<file path="config.mk">
export PLATFORM = sky130hd
export DESIGN_NAME = isi_top
export DESIGN_NICKNAME = d
export VERILOG_FILES = /design/src/hw/isi_pkg.sv /design/src/hw/isi_filt.sv /design/src/hw/isi_top.sv
export SDC_FILE = /design/constraint.sdc
export NUM_CORES = 1
export LEC_CHECK = 0
export ABC_AREA = 1
export BUFFER_PORTS_ARGS = -buffer_cell sky130_fd_sc_hd__buf_4
export CAP_MARGIN = 20
export CORE_ASPECT_RATIO = 1.2
export CORE_MARGIN = 2
export CORE_UTILIZATION = 25
export DETAILED_ROUTE_END_ITERATION = 8
export PLACE_DENSITY = 0.41
export SKIP_LAST_GASP = 1
export SYNTH_ARGS = -nofsm -noshare
export SYNTH_HDL_FRONTEND = slang
export SYNTH_HIERARCHICAL = 1
export SYNTH_SLANG_ARGS = --single-unit
</file>
<file path="constraint.sdc">
create_clock -name CLK -period 1.6 [get_ports CLK]
set_input_delay 0.16 -clock CLK [delete_from_list [all_inputs] [get_ports CLK]]
set_output_delay 0.16 -clock CLK [all_outputs]
set_load 0.005 [all_outputs]
</file>
<file path="src/hw/isi_pkg.sv">
// Constants, types and register map of the two-wire slave interface
package isi_pkg;

	localparam logic [7:0] OFF_CTRL = 8'h00;
	localparam logic [7:0] OFF_STAT = 8'h04;
	localparam logic [7:0] OFF_DATA = 8'h08;
	localparam logic [7:0] OFF_ADDR = 8'h0C;
	localparam logic [7:0] OFF_TOUT = 8'h10;

	localparam int B_DEB_HI = 3;
	localparam int B_DEB_LO = 2;
	localparam int B_EN     = 1;
	localparam int B_TXS    = 4;
	localparam int B_ACKS   = 3;
	localparam int B_MWU    = 1;
	localparam int B_TOF    = 6;
	localparam int B_OWN_HI = 7;
	localparam int B_OWN_LO = 1;

	localparam logic [7:0] STAT_RST  = 8'h81;
	localparam logic [1:0] DEB_NONE  = 2'h0;
	localparam logic [1:0] DEB_TWO   = 2'h1;
	localparam logic [2:0] DEB2_CYC  = 3'h2;
	localparam logic [2:0] DEB4_CYC  = 3'h4;
	localparam logic [3:0] BYTE_BITS = 4'h8;
	localparam logic [3:0] LAST_BIT  = 4'h7;

	typedef struct packed {
		logic sda;
		logic scl;
	} isi_bus_t;

	// Field order matches the bit order of the status/control register
	typedef struct packed {
		logic tcf;
		logic amf;
		logic bbf;
		logic txs;
		logic acks;
		logic rwf;
		logic mwu;
		logic ackr;
	} isi_stat_t;

	typedef enum logic [2:0] {
		S_IDLE,
		S_ADDR,
		S_AACK,
		S_HOLD,
		S_RX,
		S_RACK,
		S_TX,
		S_TACK
	} isi_state_t;

	typedef struct packed {
		isi_bus_t   s1;
		isi_bus_t   s2;
		logic [2:0] cnt;
		isi_bus_t   q;
	} isi_filt_t;

	typedef struct packed {
		isi_state_t st;
		logic [3:0] cnt;
		logic [7:0] shreg;
		logic [7:0] data;
		logic [6:0] own;
		logic [1:0] deb;
		logic       en;
		isi_stat_t  stat;
		logic       tof;
		logic       sda_oe;
		logic       scl_oe;
		logic       drv_lvl;
		isi_bus_t   prev;
		logic       irq;
		logic       wake;
		logic [7:0] rdata;
		logic       pready;
		logic       pslverr;
	} isi_core_t;

endpackage

</file>
<file path="src/hw/isi_filt.sv">
// Pin synchroniser and selectable debounce for SDA and SCL
`timescale 1ns/1ps
`default_nettype none
module isi_filt (
	input  wire logic             CLK,
	input  wire logic             RESET,
	input  wire isi_pkg::isi_bus_t RAW,
	input  wire logic [1:0]       MODE,
	output var  isi_pkg::isi_bus_t CLEAN
);
	isi_pkg::isi_filt_t r;
	isi_pkg::isi_filt_t n;
	logic [2:0]         need;

	always_comb begin
		n = r;
		n.s1 = RAW;
		n.s2 = r.s1;
		need = (MODE == isi_pkg::DEB_TWO) ? isi_pkg::DEB2_CYC : isi_pkg::DEB4_CYC;
		if (MODE == isi_pkg::DEB_NONE) begin
			n.q = r.s2;
			n.cnt = 3'h0;
		end else if (r.s2 == r.q) begin
			n.cnt = 3'h0;
		end else if (r.cnt + 3'h1 >= need) begin
			n.q = r.s2;
			n.cnt = 3'h0;
		end else begin
			n.cnt = r.cnt + 3'h1;
		end
	end

	// Idle bus is high, so the chain resets to high to avoid a false edge
	always_ff @(posedge CLK) begin
		if (RESET) begin
			r <= '{s1: 2'h3, s2: 2'h3, cnt: 3'h0, q: 2'h3};
		end else begin
			r <= n;
		end
	end

	assign CLEAN = r.q;
endmodule
`default_nettype wire

</file>
<file path="src/hw/isi_top.sv">
// Two-wire bus slave with APB register access
`timescale 1ns/1ps
`default_nettype none
module isi_top (
	input  wire logic        CLK,
	input  wire logic        RESET,
	input  wire logic        PSEL,
	input  wire logic        PENABLE,
	input  wire logic        PWRITE,
	input  wire logic [7:0]  PADDR,
	input  wire logic [31:0] PWDATA,
	output logic [31:0]      PRDATA,
	output logic             PREADY,
	output logic             PSLVERR,
	input  wire logic        SDA_IN,
	output logic             SDA_OUT,
	output logic             SDA_OE,
	input  wire logic        SCL_IN,
	output logic             SCL_OUT,
	output logic             SCL_OE,
	input  wire logic        HS_CLOCK_SEL,
	input  wire logic        TIMEOUT_EVENT,
	output logic             IRQ,
	output logic             WAKE
);
	isi_pkg::isi_core_t r;
	isi_pkg::isi_core_t n;
	isi_pkg::isi_bus_t  raw;
	isi_pkg::isi_bus_t  cln;
	logic [1:0]         filt_mode;
	logic               acc;
	logic               cmt;
	logic               wr_cmt;
	logic               rd_cmt;
	logic               scl_rise;
	logic               scl_fall;
	logic               start_ev;
	logic               stop_ev;
	logic               rel;

	function automatic logic is_reg(input logic [7:0] a, input logic [7:0] off);
		return a == off;
	endfunction

	function automatic logic mapped(input logic [7:0] a);
		return is_reg(a, isi_pkg::OFF_CTRL) || is_reg(a, isi_pkg::OFF_STAT) ||
			is_reg(a, isi_pkg::OFF_DATA) || is_reg(a, isi_pkg::OFF_ADDR) ||
			is_reg(a, isi_pkg::OFF_TOUT);
	endfunction

	assign raw = '{sda: SDA_IN, scl: SCL_IN};
	// Slow-clock wake-up cannot afford the debounce delay
	assign filt_mode = (HS_CLOCK_SEL || !r.stat.mwu) ? r.deb : isi_pkg::DEB_NONE;

	isi_filt u_filt (
		.CLK   (CLK),
		.RESET (RESET),
		.RAW   (raw),
		.MODE  (filt_mode),
		.CLEAN (cln)
	);

	// One wait state: the answer is prepared in the first access cycle
	assign acc = PSEL && PENABLE && !r.pready;
	assign cmt = PSEL && PENABLE && r.pready;
	assign wr_cmt = cmt && PWRITE && mapped(PADDR);
	assign rd_cmt = cmt && !PWRITE && mapped(PADDR);

	assign scl_rise = cln.scl && !r.prev.scl;
	assign scl_fall = !cln.scl && r.prev.scl;
	assign start_ev = r.prev.sda && !cln.sda && cln.scl && r.prev.scl;
	assign stop_ev = !r.prev.sda && cln.sda && cln.scl && r.prev.scl;
	assign rel = (r.stat.txs && wr_cmt && is_reg(PADDR, isi_pkg::OFF_DATA)) ||
		(!r.stat.txs && rd_cmt && is_reg(PADDR, isi_pkg::OFF_DATA));

	always_comb begin
		n = r;
		n.irq = 1'b0;
		n.wake = 1'b0;
		n.prev = cln;
		n.pready = acc;
		if (acc) begin
			n.pslverr = !mapped(PADDR);
			case (PADDR)
				isi_pkg::OFF_CTRL: begin
					n.rdata = 8'h00;
					n.rdata[isi_pkg::B_DEB_HI:isi_pkg::B_DEB_LO] = r.deb;
					n.rdata[isi_pkg::B_EN] = r.en;
				end
				isi_pkg::OFF_STAT: n.rdata = r.stat;
				isi_pkg::OFF_DATA: n.rdata = r.data;
				isi_pkg::OFF_ADDR: n.rdata = {r.own, 1'b0};
				isi_pkg::OFF_TOUT: begin
					n.rdata = 8'h00;
					n.rdata[isi_pkg::B_TOF] = r.tof;
				end
				default: n.rdata = 8'h00;
			endcase
		end else if (!PSEL) begin
			n.pslverr = 1'b0;
		end

		// Software side effects first, so hardware events below win
		if (rd_cmt && is_reg(PADDR, isi_pkg::OFF_DATA)) begin
			n.stat.tcf = 1'b0;
		end
		if (wr_cmt) begin
			case (PADDR)
				isi_pkg::OFF_CTRL: begin
					n.deb = PWDATA[isi_pkg::B_DEB_HI:isi_pkg::B_DEB_LO];
					n.en = PWDATA[isi_pkg::B_EN];
					if (!r.en && PWDATA[isi_pkg::B_EN]) begin
						n.stat.tcf = 1'b1;
						n.stat.amf = 1'b0;
						n.stat.bbf = 1'b0;
						n.stat.rwf = 1'b0;
						n.stat.ackr = 1'b1;
					end
				end
				isi_pkg::OFF_STAT: begin
					n.stat.txs = PWDATA[isi_pkg::B_TXS];
					n.stat.acks = PWDATA[isi_pkg::B_ACKS];
					n.stat.mwu = PWDATA[isi_pkg::B_MWU];
				end
				isi_pkg::OFF_DATA: n.data = PWDATA[7:0];
				isi_pkg::OFF_ADDR: n.own = PWDATA[isi_pkg::B_OWN_HI:isi_pkg::B_OWN_LO];
				isi_pkg::OFF_TOUT: begin
					if (!PWDATA[isi_pkg::B_TOF]) begin
						n.tof = 1'b0;
					end
				end
				default: n.en = r.en;
			endcase
		end

		if (!r.en) begin
			n.st = isi_pkg::S_IDLE;
			n.sda_oe = 1'b0;
			n.scl_oe = 1'b0;
			n.cnt = 4'h0;
		end else if (start_ev) begin
			// A START is never driven here; only observed from the master
			n.stat.bbf = 1'b1;
			n.stat.tcf = 1'b0;
			n.st = isi_pkg::S_ADDR;
			n.cnt = 4'h0;
			n.sda_oe = 1'b0;
			n.scl_oe = 1'b0;
		end else if (stop_ev) begin
			n.stat.bbf = 1'b0;
			n.stat.tcf = 1'b1;
			n.st = isi_pkg::S_IDLE;
			n.sda_oe = 1'b0;
			n.scl_oe = 1'b0;
		end else begin
			case (r.st)
				isi_pkg::S_ADDR: begin
					if (scl_rise) begin
						n.shreg = {r.shreg[6:0], cln.sda};
						n.cnt = r.cnt + 4'h1;
					end
					if (scl_fall && r.cnt == isi_pkg::BYTE_BITS) begin
						n.stat.rwf = r.shreg[0];
						n.cnt = 4'h0;
						if (r.shreg[7:1] == r.own) begin
							n.stat.amf = 1'b1;
							n.irq = 1'b1;
							n.wake = r.stat.mwu;
							n.sda_oe = 1'b1;
							n.st = isi_pkg::S_AACK;
						end else begin
							n.stat.amf = 1'b0;
							n.st = isi_pkg::S_IDLE;
						end
					end
				end
				isi_pkg::S_AACK: begin
					if (scl_fall) begin
						n.sda_oe = 1'b0;
						n.scl_oe = 1'b1;
						n.st = isi_pkg::S_HOLD;
					end
				end
				isi_pkg::S_HOLD: begin
					if (rel) begin
						n.scl_oe = 1'b0;
						n.stat.tcf = 1'b0;
						n.cnt = 4'h0;
						if (r.stat.txs) begin
							n.st = isi_pkg::S_TX;
							n.shreg = PWDATA[7:0];
							n.sda_oe = !PWDATA[7];
						end else begin
							n.st = isi_pkg::S_RX;
						end
					end
				end
				isi_pkg::S_RX: begin
					if (scl_rise) begin
						n.shreg = {r.shreg[6:0], cln.sda};
						n.cnt = r.cnt + 4'h1;
					end
					if (scl_fall && r.cnt == isi_pkg::BYTE_BITS) begin
						n.data = r.shreg;
						n.stat.tcf = 1'b1;
						n.irq = 1'b1;
						n.sda_oe = !r.stat.acks;
						n.cnt = 4'h0;
						n.st = isi_pkg::S_RACK;
					end
				end
				isi_pkg::S_RACK: begin
					if (scl_fall) begin
						n.sda_oe = 1'b0;
						if (r.stat.acks) begin
							n.st = isi_pkg::S_IDLE;
						end else begin
							n.scl_oe = 1'b1;
							n.st = isi_pkg::S_HOLD;
						end
					end
				end
				isi_pkg::S_TX: begin
					if (scl_fall) begin
						n.cnt = r.cnt + 4'h1;
						if (r.cnt == isi_pkg::LAST_BIT) begin
							n.sda_oe = 1'b0;
							n.stat.tcf = 1'b1;
							n.irq = 1'b1;
							n.st = isi_pkg::S_TACK;
						end else begin
							n.shreg = {r.shreg[6:0], 1'b0};
							n.sda_oe = !r.shreg[6];
						end
					end
				end
				isi_pkg::S_TACK: begin
					if (scl_rise) begin
						n.stat.ackr = cln.sda;
					end
					if (scl_fall) begin
						n.cnt = 4'h0;
						if (!r.stat.ackr) begin
							n.scl_oe = 1'b1;
							n.st = isi_pkg::S_HOLD;
						end else begin
							n.st = isi_pkg::S_IDLE;
						end
					end
				end
				default: n.st = isi_pkg::S_IDLE;
			endcase
		end

		// Time-out returns status to its reset value and frees the bus
		if (r.en && TIMEOUT_EVENT) begin
			n.stat = isi_pkg::STAT_RST;
			n.tof = 1'b1;
			n.irq = 1'b1;
			n.st = isi_pkg::S_IDLE;
			n.sda_oe = 1'b0;
			n.scl_oe = 1'b0;
		end
	end

	always_ff @(posedge CLK) begin
		if (RESET) begin
			r <= '{st: isi_pkg::S_IDLE, cnt: 4'h0, shreg: 8'h00, data: 8'h00,
				own: 7'h00, deb: 2'h0, en: 1'b0, stat: isi_pkg::STAT_RST,
				tof: 1'b0, sda_oe: 1'b0, scl_oe: 1'b0, drv_lvl: 1'b0,
				prev: 2'h3, irq: 1'b0, wake: 1'b0, rdata: 8'h00,
				pready: 1'b0, pslverr: 1'b0};
		end else begin
			r <= n;
		end
	end

	assign PRDATA = {24'h000000, r.rdata};
	assign PREADY = r.pready;
	assign PSLVERR = r.pslverr;
	assign SDA_OUT = r.drv_lvl;
	assign SDA_OE = r.sda_oe;
	assign SCL_OUT = r.drv_lvl;
	assign SCL_OE = r.scl_oe;
	assign IRQ = r.irq;
	assign WAKE = r.wake;
endmodule
`default_nettype wire

</file>
=== Word level (Yosys, flattened, before mapping) ===
Index checks and enable logic that the tools add are counted.
W data, S select, Z words.

* Word-level logic and storage cells: 257
* Register bits: 67

* Bitwise logic cells: 6
* Equal/unequal tests: 40
* $lt $le $gt $ge: 1
* Reductions and logical operators: 69
* $add $sub $neg: 2
* Multiplexer cells: 106

{| class="wikitable"
|+ Operator list
! cell !! number
|-
| $mux W8 || 7
|-
| $mux W1 || 49
|-
| $mux W12 || 4
|-
| $mux W2 || 21
|-
| $pmux W8 S5 || 1
|-
| $ne A4 B4 Y1 const B || 8
|-
| $mux W15 || 2
|-
| $mux W7 || 4
|-
| $mux W27 || 1
|-
| $ne A2 B2 Y1 const B || 13
|-
| $mux W3 || 8
|-
| $pmux W8 S3 || 1
|-
| $reduce_and A8 Y1 || 3
|-
| $logic_and A1 B1 Y1 || 23
|-
| $pmux W3 S7 || 1
|-
| $mux W20 || 1
|-
| $pmux W4 S5 || 1
|-
| $eq A8 B4 Y1 const B || 2
|-
| $logic_not A1 Y1 || 13
|-
| $eq A3 B3 Y1 const B || 4
|-
| $reduce_and A9 Y1 || 1
|-
| $eq A8 B3 Y1 const B || 1
|-
| $eq A8 B5 Y1 const B || 1
|-
| $logic_not A8 Y1 || 1
|-
| 31 further kinds || 53
|}

=== Longest topological paths before layout ===
Gate-level depths: netlist (run 1).

* Depth in word-level cells: 17
* Mapped depth: 14
* Mapped depth without buffers: 13

=== Modules after synthesis ===
The synthesis (run 1) kept the hierarchy.

{| class="wikitable"
|+ Modules (own cells, without submodules)
! module !! sequential area each (um2) !! instances !! area an instance (um2) !! cells each
|-
| isi_top || 1161.1 || 1 || 3834.9 || 590
|-
| isi_filt || 180.2 || 1 || 421.7 || 48
|}

=== Least setup slack after synthesis (run 1) ===
OpenSTA, ideal clock, no wires.

* Kind: register -> register
* Start point: register u_filt/r[2] (netlist name)
* End point: register u_filt.r (netlist bit u_filt/CLEAN[0])
* Arrival time: 1479 ps
* Cell stages (with the launch flop): 9
* Clock period less this slack: 1599 ps
* Data required time: 1480 ps
* Path buffers: 0
* Path slack: 1 ps
* Library setup time: 120 ps
* Path through: dfxtp_1 ha_1 xnor2_1 inv_1 ha_1 a21oi_1 nand3_2 nand3_1 nand3_1

* Longest elaborated chain between the ends: 4

{| class="wikitable"
|+ RTL lines
! element !! line !! text
|-
| start: declaration || isi_filt.sv:11 || <nowiki>isi_pkg::isi_filt_t r;</nowiki>
|-
| start signal: assignment || isi_filt.sv:36 || <nowiki>r <= '{s1: 2'h3, s2: 2'h3, cnt: 3'h0, q: 2'h3};</nowiki>
|-
| start signal: assignment || isi_filt.sv:38 || <nowiki>r <= n;</nowiki>
|-
| $add A3 B1 Y3 || isi_filt.sv:25 || <nowiki>end else if (r.cnt + 3'h1 >= need) begin</nowiki>
|-
| $ge A3 B3 Y1 || isi_filt.sv:25 ||
|-
| $reduce_bool A2 Y1 (no line) || -- ||
|-
| $reduce_and A2 Y1 (no line) || -- ||
|}

Every way passes these cells.
A chain may end at the register's enable or synchronous reset.

=== Worst setup path after layout (run 1) ===
* Start point: register r[57] (netlist name)
* End point: register r[44] (netlist name)

* Longest elaborated chain between the ends: 3
* Elaborated cells on any way between the ends: 12

{| class="wikitable"
|+ RTL lines
! element !! line !! text
|-
| start: declaration || isi_top.sv:26 || <nowiki>isi_pkg::isi_core_t r;</nowiki>
|-
| start signal: assignment || isi_top.sv:268 || <nowiki>r <= '{st: isi_pkg::S_IDLE, cnt: 4'h0, shreg: 8'h00, data: 8'h00,</nowiki>
|-
| start signal: assignment || isi_top.sv:274 || <nowiki>r <= n;</nowiki>
|-
| $eq A3 B3 Y1, or another cell as far along || isi_top.sv:156 || <nowiki>case (r.st)</nowiki>
|-
| $reduce_bool A4 Y1 (no line), or another cell as far along || -- ||
|-
| $reduce_and A8 Y1 (no line) or $pmux W8 S3 (tied branches) || -- ||
|}

Several ways; a longest one is shown, not always the timed one.

==> summary.md, run 1 <==
| Metric | Value |
|---|---|
| Starting Density | `25.4%` |
| GR Util All Layers | `15.5%` |
| Total gr overflow | `0` |
| Most used DFF post-synth | `dfxtp_1` |
| RSZ-0062 raised after global routing | `yes` |
| First-pass GRT wire length | `21.7 mm` |
| Synth cell types | `44` |
| Vias | `4,336` |
| Clock Tree Buf Depth | `2` |
| Antenna violations before repair | `0` |
| Worst slack, placed | `-127 ps` |
| Post-synthesis cell area | `4260 um2` |
| Antenna diodes | `0` |
| Max Cap Violations | `0` |
| P per Cell Area | `671 nW/um2` |
| Routed Antenna Nets | `0` |
| Die W | `123 um` |
| Synth top area cells | `dfxtp_1 (32%), nand2_1 (14%), buf_4 (6.5%), inv_1 (6.3%), nor2_1 (5.4%)` |
| Post-synth ARST share | `0%` |
| Crit path buffers/inverters | `3` |
| Most common cell in the netlist | `nand2_1` |
| CP max-delay cell | `dfxtp_4` |
| Hold Crit Depth | `2` |
| Area share of the largest cell type after synthesis | `31.5%` |
| Placement Rows | `52` |
| Top delay family on crit path | `simple AND/OR/NAND/NOR gates` |
| Cts bufs inserted | `9` |
| Seq/Total Area, Yosys | `31.5%` |
| Final WS setup | `19.5 ps` |
| Final min period | `1580 ps` |
| I/O pin total | `89` |
| Via density | `4.40` |
| Post-route DRC violation count | `0` |
| Yosys Warn Count | `6` |
| Clk sink count | `67` |
| Clock-pin transition on the worst setup and hold timing paths | `60 ps` |
| Crit path depth | `12` |
| Largest net degree at the start of global routing | `25` |
| R2R depth | `12` |
| Final HPWL DP | `10.7 mm` |
| Syn Inst Count | `638` |
| Vias in the first global route | `4,337` |
| DIE AREA | `18,100 um2` |
| Max Transition Viols Final | `0` |
| Core area | `16,800 um2` |
| Slowest cell delay on critical path | `370 ps` |
| CP Class | `flip-flop to flip-flop` |
| Synth top cells by count | `nand2_1 (160), inv_1 (71), dfxtp_1 (67), nor2_1 (61), a21oi_1 (45)` |
| Post-Syn Area per Cell | `6.67 um2` |
| WP data required | `1840 ps` |
| Setup TNS | `0 ps` |
| Arr. time, crit path | `1820 ps` |
| Htree depth | `3` |
| Post-synth EDFFs | `0` |
| Endpoints failing hold | `0` |
| Ratio of cells with drive above 1 in the final layout | `34.6%` |
| Status | `complete, no violations` |
| CTS root buffer | `clkbuf_16` |
| CP Capture Type | `flip-flop` |
| Startpoint types | `flip-flop` |
| Maximum vdd drop | `0.489 mV` |
| Final wirelength | `13.7 mm` |
| Hold WC Path Type | `input port to flip-flop` |
| Area Growth Syn to Fin | `38.9%` |
| CTS tree | `yes` |
| Clk_skew | `10.5 ps` |
| Die Ht | `147 um` |
| Leak pwr | `2.70 nW` |
| Synth area leader | `dfxtp_1` |
| PortBufs | `38` |
| Power Total | `3.96 mW` |
| Fin nets | `818` |
| Max Freq | `633 MHz` |
| Crit-path cells | `inv_6, nor2_4, nand2_4, nor2_4, buf_6, a21oi_4, nand4_4, nor2_8, buf_12, nand2_1, nand2_1, nor2_1` |
| DRT iter0 DRCs | `233` |
| Routability cong. | `0.906` |
| Drt pass-1 iters | `4` |
| Final period util | `98.8%` |
| Crit Path Max Fanout | `7` |
| Finish-stage setup viols | `0` |
| Synth Register Bits | `67` |
| Avg WL per Cell | `13.9 um` |
| Skew-Pair Late Insertion Delay | `340 ps` |
## cell usage in the layout, fill, tap and decap left out, types with 17 or more instances in the layout
cell,netlist,routed
a21oi_1,45,40
nand2_1,160,157
nand3_1,26,23
inv_1,71,60
nor2_1,61,48
dfxtp_1,67,59
nor2_2,13,21
conb_1,1,26
buf_4,37,127
inv_2,7,17
o21ai_0,43,38
## repair_timing
item / in CTS / in global routing
setup endpoints to repair: 30 / 31
hold buffers: 2 / 0
setup buffers: 5 / 5
pin swaps: 12 / 20
resized for setup: 24 / 55
hold endpoints to repair: 2 / 0
cloned: 0 / 1
## power breakdown
| group | switching (mW) | total, mW | internal [mW] | leakage [nW] |
|---|---|---|---|---|
| clock network | 0.820 | 2.04 | 1.22 | 0.151 |
| logic | 0.142 | 0.247 | 0.105 | 2.01 |
| registers | 0.00509 | 1.68 | 1.67 | 0.545 |
## layout make-up
| class | instances | area (um2) |
|---|---|---|
| fill | 1809 | 10900 |
| clock buffer | 9 | 225 |
| clock inverter | 7 | 77.6 |
| sequential | 67 | 1360 |
| timing repair buffer | 137 | 1100 |
| inverter | 82 | 320 |
| multi-input combinational | 467 | 2550 |
| tap | 216 | 270 |
## flip-flops by register name, indices dropped and copies added (netlist names)
register      cells
SCL_OE            1
WAKE              1
r                44
u_filt/CLEAN      2
u_filt/r          5
PRDATA            8
u_filt/n          2
IRQ               1
PREADY            1
PSLVERR           1
SDA_OE            1
## logic make-up (layout without fill, tap and decap cells)
| kind of cell | count (synthesis) | after routing | share of synthesized area [%] |
|---|---|---|---|
| adders and majority gates | 5 | 5 | 1.47 |
| buffers and inverters | 129 | 235 | 15.3 |
| DFF | 67 | 67 | 31.5 |
| xor gates and xnor gates | 7 | 7 | 1.44 |
| and+or+nand+nor | 316 | 316 | 35.4 |
| other | 1 | 26 | 0.0881 |
| AOI/OAI and AO/OA | 113 | 113 | 14.8 |
## per-stage QoR
step                      instances  util [%]  cell area, um2  hold WS (ps)
after floorplan                 663         -            4350           264
after global placement          956      31.2            5240           346
final                           985      35.2            5910          64.7
after global routing            985      35.2            5910          62.5
after CTS                       979      33.9            5690          51.7
after detailed placement        956      31.2            5240           349
## layer usage
metal	track usage (%)	vias to the layer above	routed length, um
li1	-	2228	-
met1	19.0	1999	6000
met2	26.6	88	6800
met3	2.99	21	538
met4	6.14	0	313
met5	0	-	0
## worst paths after layout
check | startpoint | endpoint | slack (ps)
setup reg to reg | r[57]$_SDFFE_PP0P_ | r[44]$_SDFFE_PP0P_ | 20
hold / removal | RESET | r[26]$_SDFFE_PP0P_ | 60
setup / recovery | r[57]$_SDFFE_PP0P_ | r[44]$_SDFFE_PP0P_ | 20
hold reg to reg | u_filt/n[5]$_SDFF_PP1_ | u_filt/r[5]$_SDFF_PP1_ | 410
No activity file was read; power rests on OpenSTA's default activity.
==> run 2, diff against run 1 <==
--- a/config.mk
+++ b/config.mk
@@ -12,7 +12,7 @@
 export CORE_MARGIN = 2
 export CORE_UTILIZATION = 25
 export DETAILED_ROUTE_END_ITERATION = 8
-export PLACE_DENSITY = 0.41
+export PLACE_DENSITY = 0.4
 export SKIP_LAST_GASP = 1
 export SYNTH_ARGS = -nofsm -noshare
 export SYNTH_HDL_FRONTEND = slang
==> constraint.sdc (replaced) <==
create_clock -name CLK -period 1.94 [get_ports CLK]
set_input_delay 0.194 -clock CLK [delete_from_list [all_inputs] [get_ports CLK]]
set_output_delay 0.194 -clock CLK [all_outputs]
set_load 0.005 [all_outputs]
==> summary.md, run 2 (synthesized netlist as in run 1, its figures left out) <==
| Metric | Value |
|---|---|
| Routability cong. | `0.830` |
| Most frequent cells in the layout | `nand2_1 (160), inv_1 (71), dfxtp_1 (66)` |
| Vias | `4,107` |
| RSZ-0062 raised after global routing | `no` |
| Clock Tree Buf Depth | `2` |
| Via density | `4.49` |
| DRT iter0 DRCs | `244` |
| CTS tree | `yes` |
| Clk_skew | `7.63 ps` |
| Post-Layout Inst Area | `5140 um2` |
| Arr. time, crit path | `2040 ps` |
| Worst slack, placed | `94.5 ps` |
| Finish-stage setup viols | `0` |
| Clk sink count | `67` |
| P per Cell Area | `643 nW/um2` |
| Endpoints failing hold | `0` |
| Fin nets | `747` |
| Avg WL per Cell | `14.4 um` |
| Setup TNS | `0 ps` |
| Final period util | `90.3%` |
| CP max-delay cell | `dfxtp_1` |
| CTS root buffer | `clkbuf_16` |
| Status | `complete, no violations` |
| Max Freq | `571 MHz` |
| WP data required | `2230 ps` |
| Starting Density | `25.4%` |
| Final wirelength | `13.1 mm` |
| Die W | `123 um` |
| Core area | `16,800 um2` |
| Power Total | `3.30 mW` |
| CTS Hold Bufs | `0` |
| Final Instance Count excl. Fillers | `914` |
| Hold WC Path Type | `input port to flip-flop` |
| Crit-path cells | `ha_1, nand2_1, nor2_1, buf_4, a21oi_4, nand4_4, nor2_8, buf_12, buf_4, nor2_2, nor2_1` |
| Routed Antenna Nets | `0` |
| CP Capture Type | `flip-flop` |
| Max Transition Viols Final | `0` |
| DIE AREA | `18,100 um2` |
| Largest Register | `r` |
| Vias in the first global route | `3,870` |
| PortBufs | `38` |
| Placement Rows | `52` |
| Ratio of cells with drive above 1 in the final layout | `20.6%` |
| First-pass GRT wire length | `20.7 mm` |
| Maximum vdd drop | `0.485 mV` |
| Final min period | `1750 ps` |
| Drt pass-1 iters | `4` |
| Largest net degree at the start of global routing | `23` |
| Antenna violations before repair | `0` |
| Cts bufs inserted | `9` |
| Die Ht | `147 um` |
| Area Growth Syn to Fin | `20.7%` |
| Antenna diodes | `0` |
| DP Cell Count | `894` |
| Max FFs per register | `44` |
| Crit Path Max Fanout | `16` |
| I/O pin total | `89` |
| Htree depth | `3` |
| Worst hold slack | `30.8 ps` |
| Startpoint types | `flip-flop` |
| CP Class | `flip-flop to flip-flop` |
| Final WS setup | `188 ps` |
| Leak pwr | `2.35 nW` |
| Slowest cell delay on critical path | `360 ps` |
| Skew-Pair Late Insertion Delay | `350 ps` |
| Max Cap Violations | `0` |
| GR Util All Layers | `15.0%` |
| Total gr overflow | `0` |
| Fin util | `30.6%` |
| Commonest non-fill, non-tap cell in the layout | `nand2_1` |
| Clock-pin transition on the worst setup and hold timing paths | `60 ps` |
| Final HPWL DP | `10.2 mm` |
| Placed cell areas | `4760 um2` |
| Post-route DRC violation count | `0` |
-- run 2: cell count changes in the layout (fill, tap and decap cells not counted), sizes merged --
cell | before | now
clkinv | 8 | 7
buf | 134 | 66
clkbuf | 10 | 9
dlygate4sd3 | 2 | 0
inv | 80 | 81
-- run 2: final timing paths --
kind | start | endpoint | slack, ps | cells past startpoint
worst max register to register | r[52]$_SDFFE_PP0P_ | r[48]$_SDFFE_PP0P_ | 190 | 11
worst min-delay path | SDA_IN | u_filt/n[6]$_SDFF_PP1_ | 30 | 2
worst max-delay path | r[52]$_SDFFE_PP0P_ | r[48]$_SDFFE_PP0P_ | 190 | 11
worst min register to register | u_filt/n[6]$_SDFF_PP1_ | u_filt/r[6]$_SDFF_PP1_ | 410 | 1
-- run 2: cell type report --
type | instances | area, um2
inverter | 82 | 315
timing repair buffer | 66 | 520
fill | 1862 | 11600
clock buffer | 9 | 225
multi-input combinational | 467 | 2380
tap | 216 | 270
sequential | 67 | 1340
clock inverter | 7 | 85.1
-- run 2: power breakdown --
group / switching [mW] / total [mW] / internal, mW / leakage [nW]
combinational: 0.111 / 0.179 / 0.0681 / 1.66
sequential: 0.00406 / 1.39 / 1.38 / 0.542
clock: 0.720 / 1.74 / 1.02 / 0.152
total: 0.836 / 3.30 / 2.47 / 2.35
-- run 2: critical path: cells and delay by family, from the launching register on --
kind	cells	cell delay, ps
AOI/OAI and AO/OA	1	160
adders and majority gates	1	240
buffers and inverters	3	460
DFF	1	360
and+or+nand+nor	6	470
-- run 2: timing repair --
action                                  in CTS  in global routing
setup buffers                                0                  4
endpoints found under the hold margin        0                  0
resized for setup                            0                  5
endpoints found under the setup margin       0                 13
-- run 2: routing by layer --
layer / wire (um) / global-route usage [%] / vias up
li1: - / - / 2104
met1: 5920 / 19.3 / 1901
met2: 6440 / 25.3 / 90
met3: 567 / 2.41 / 12
met4: 181 / 5.11 / 0
met5: 0 / 0 / -
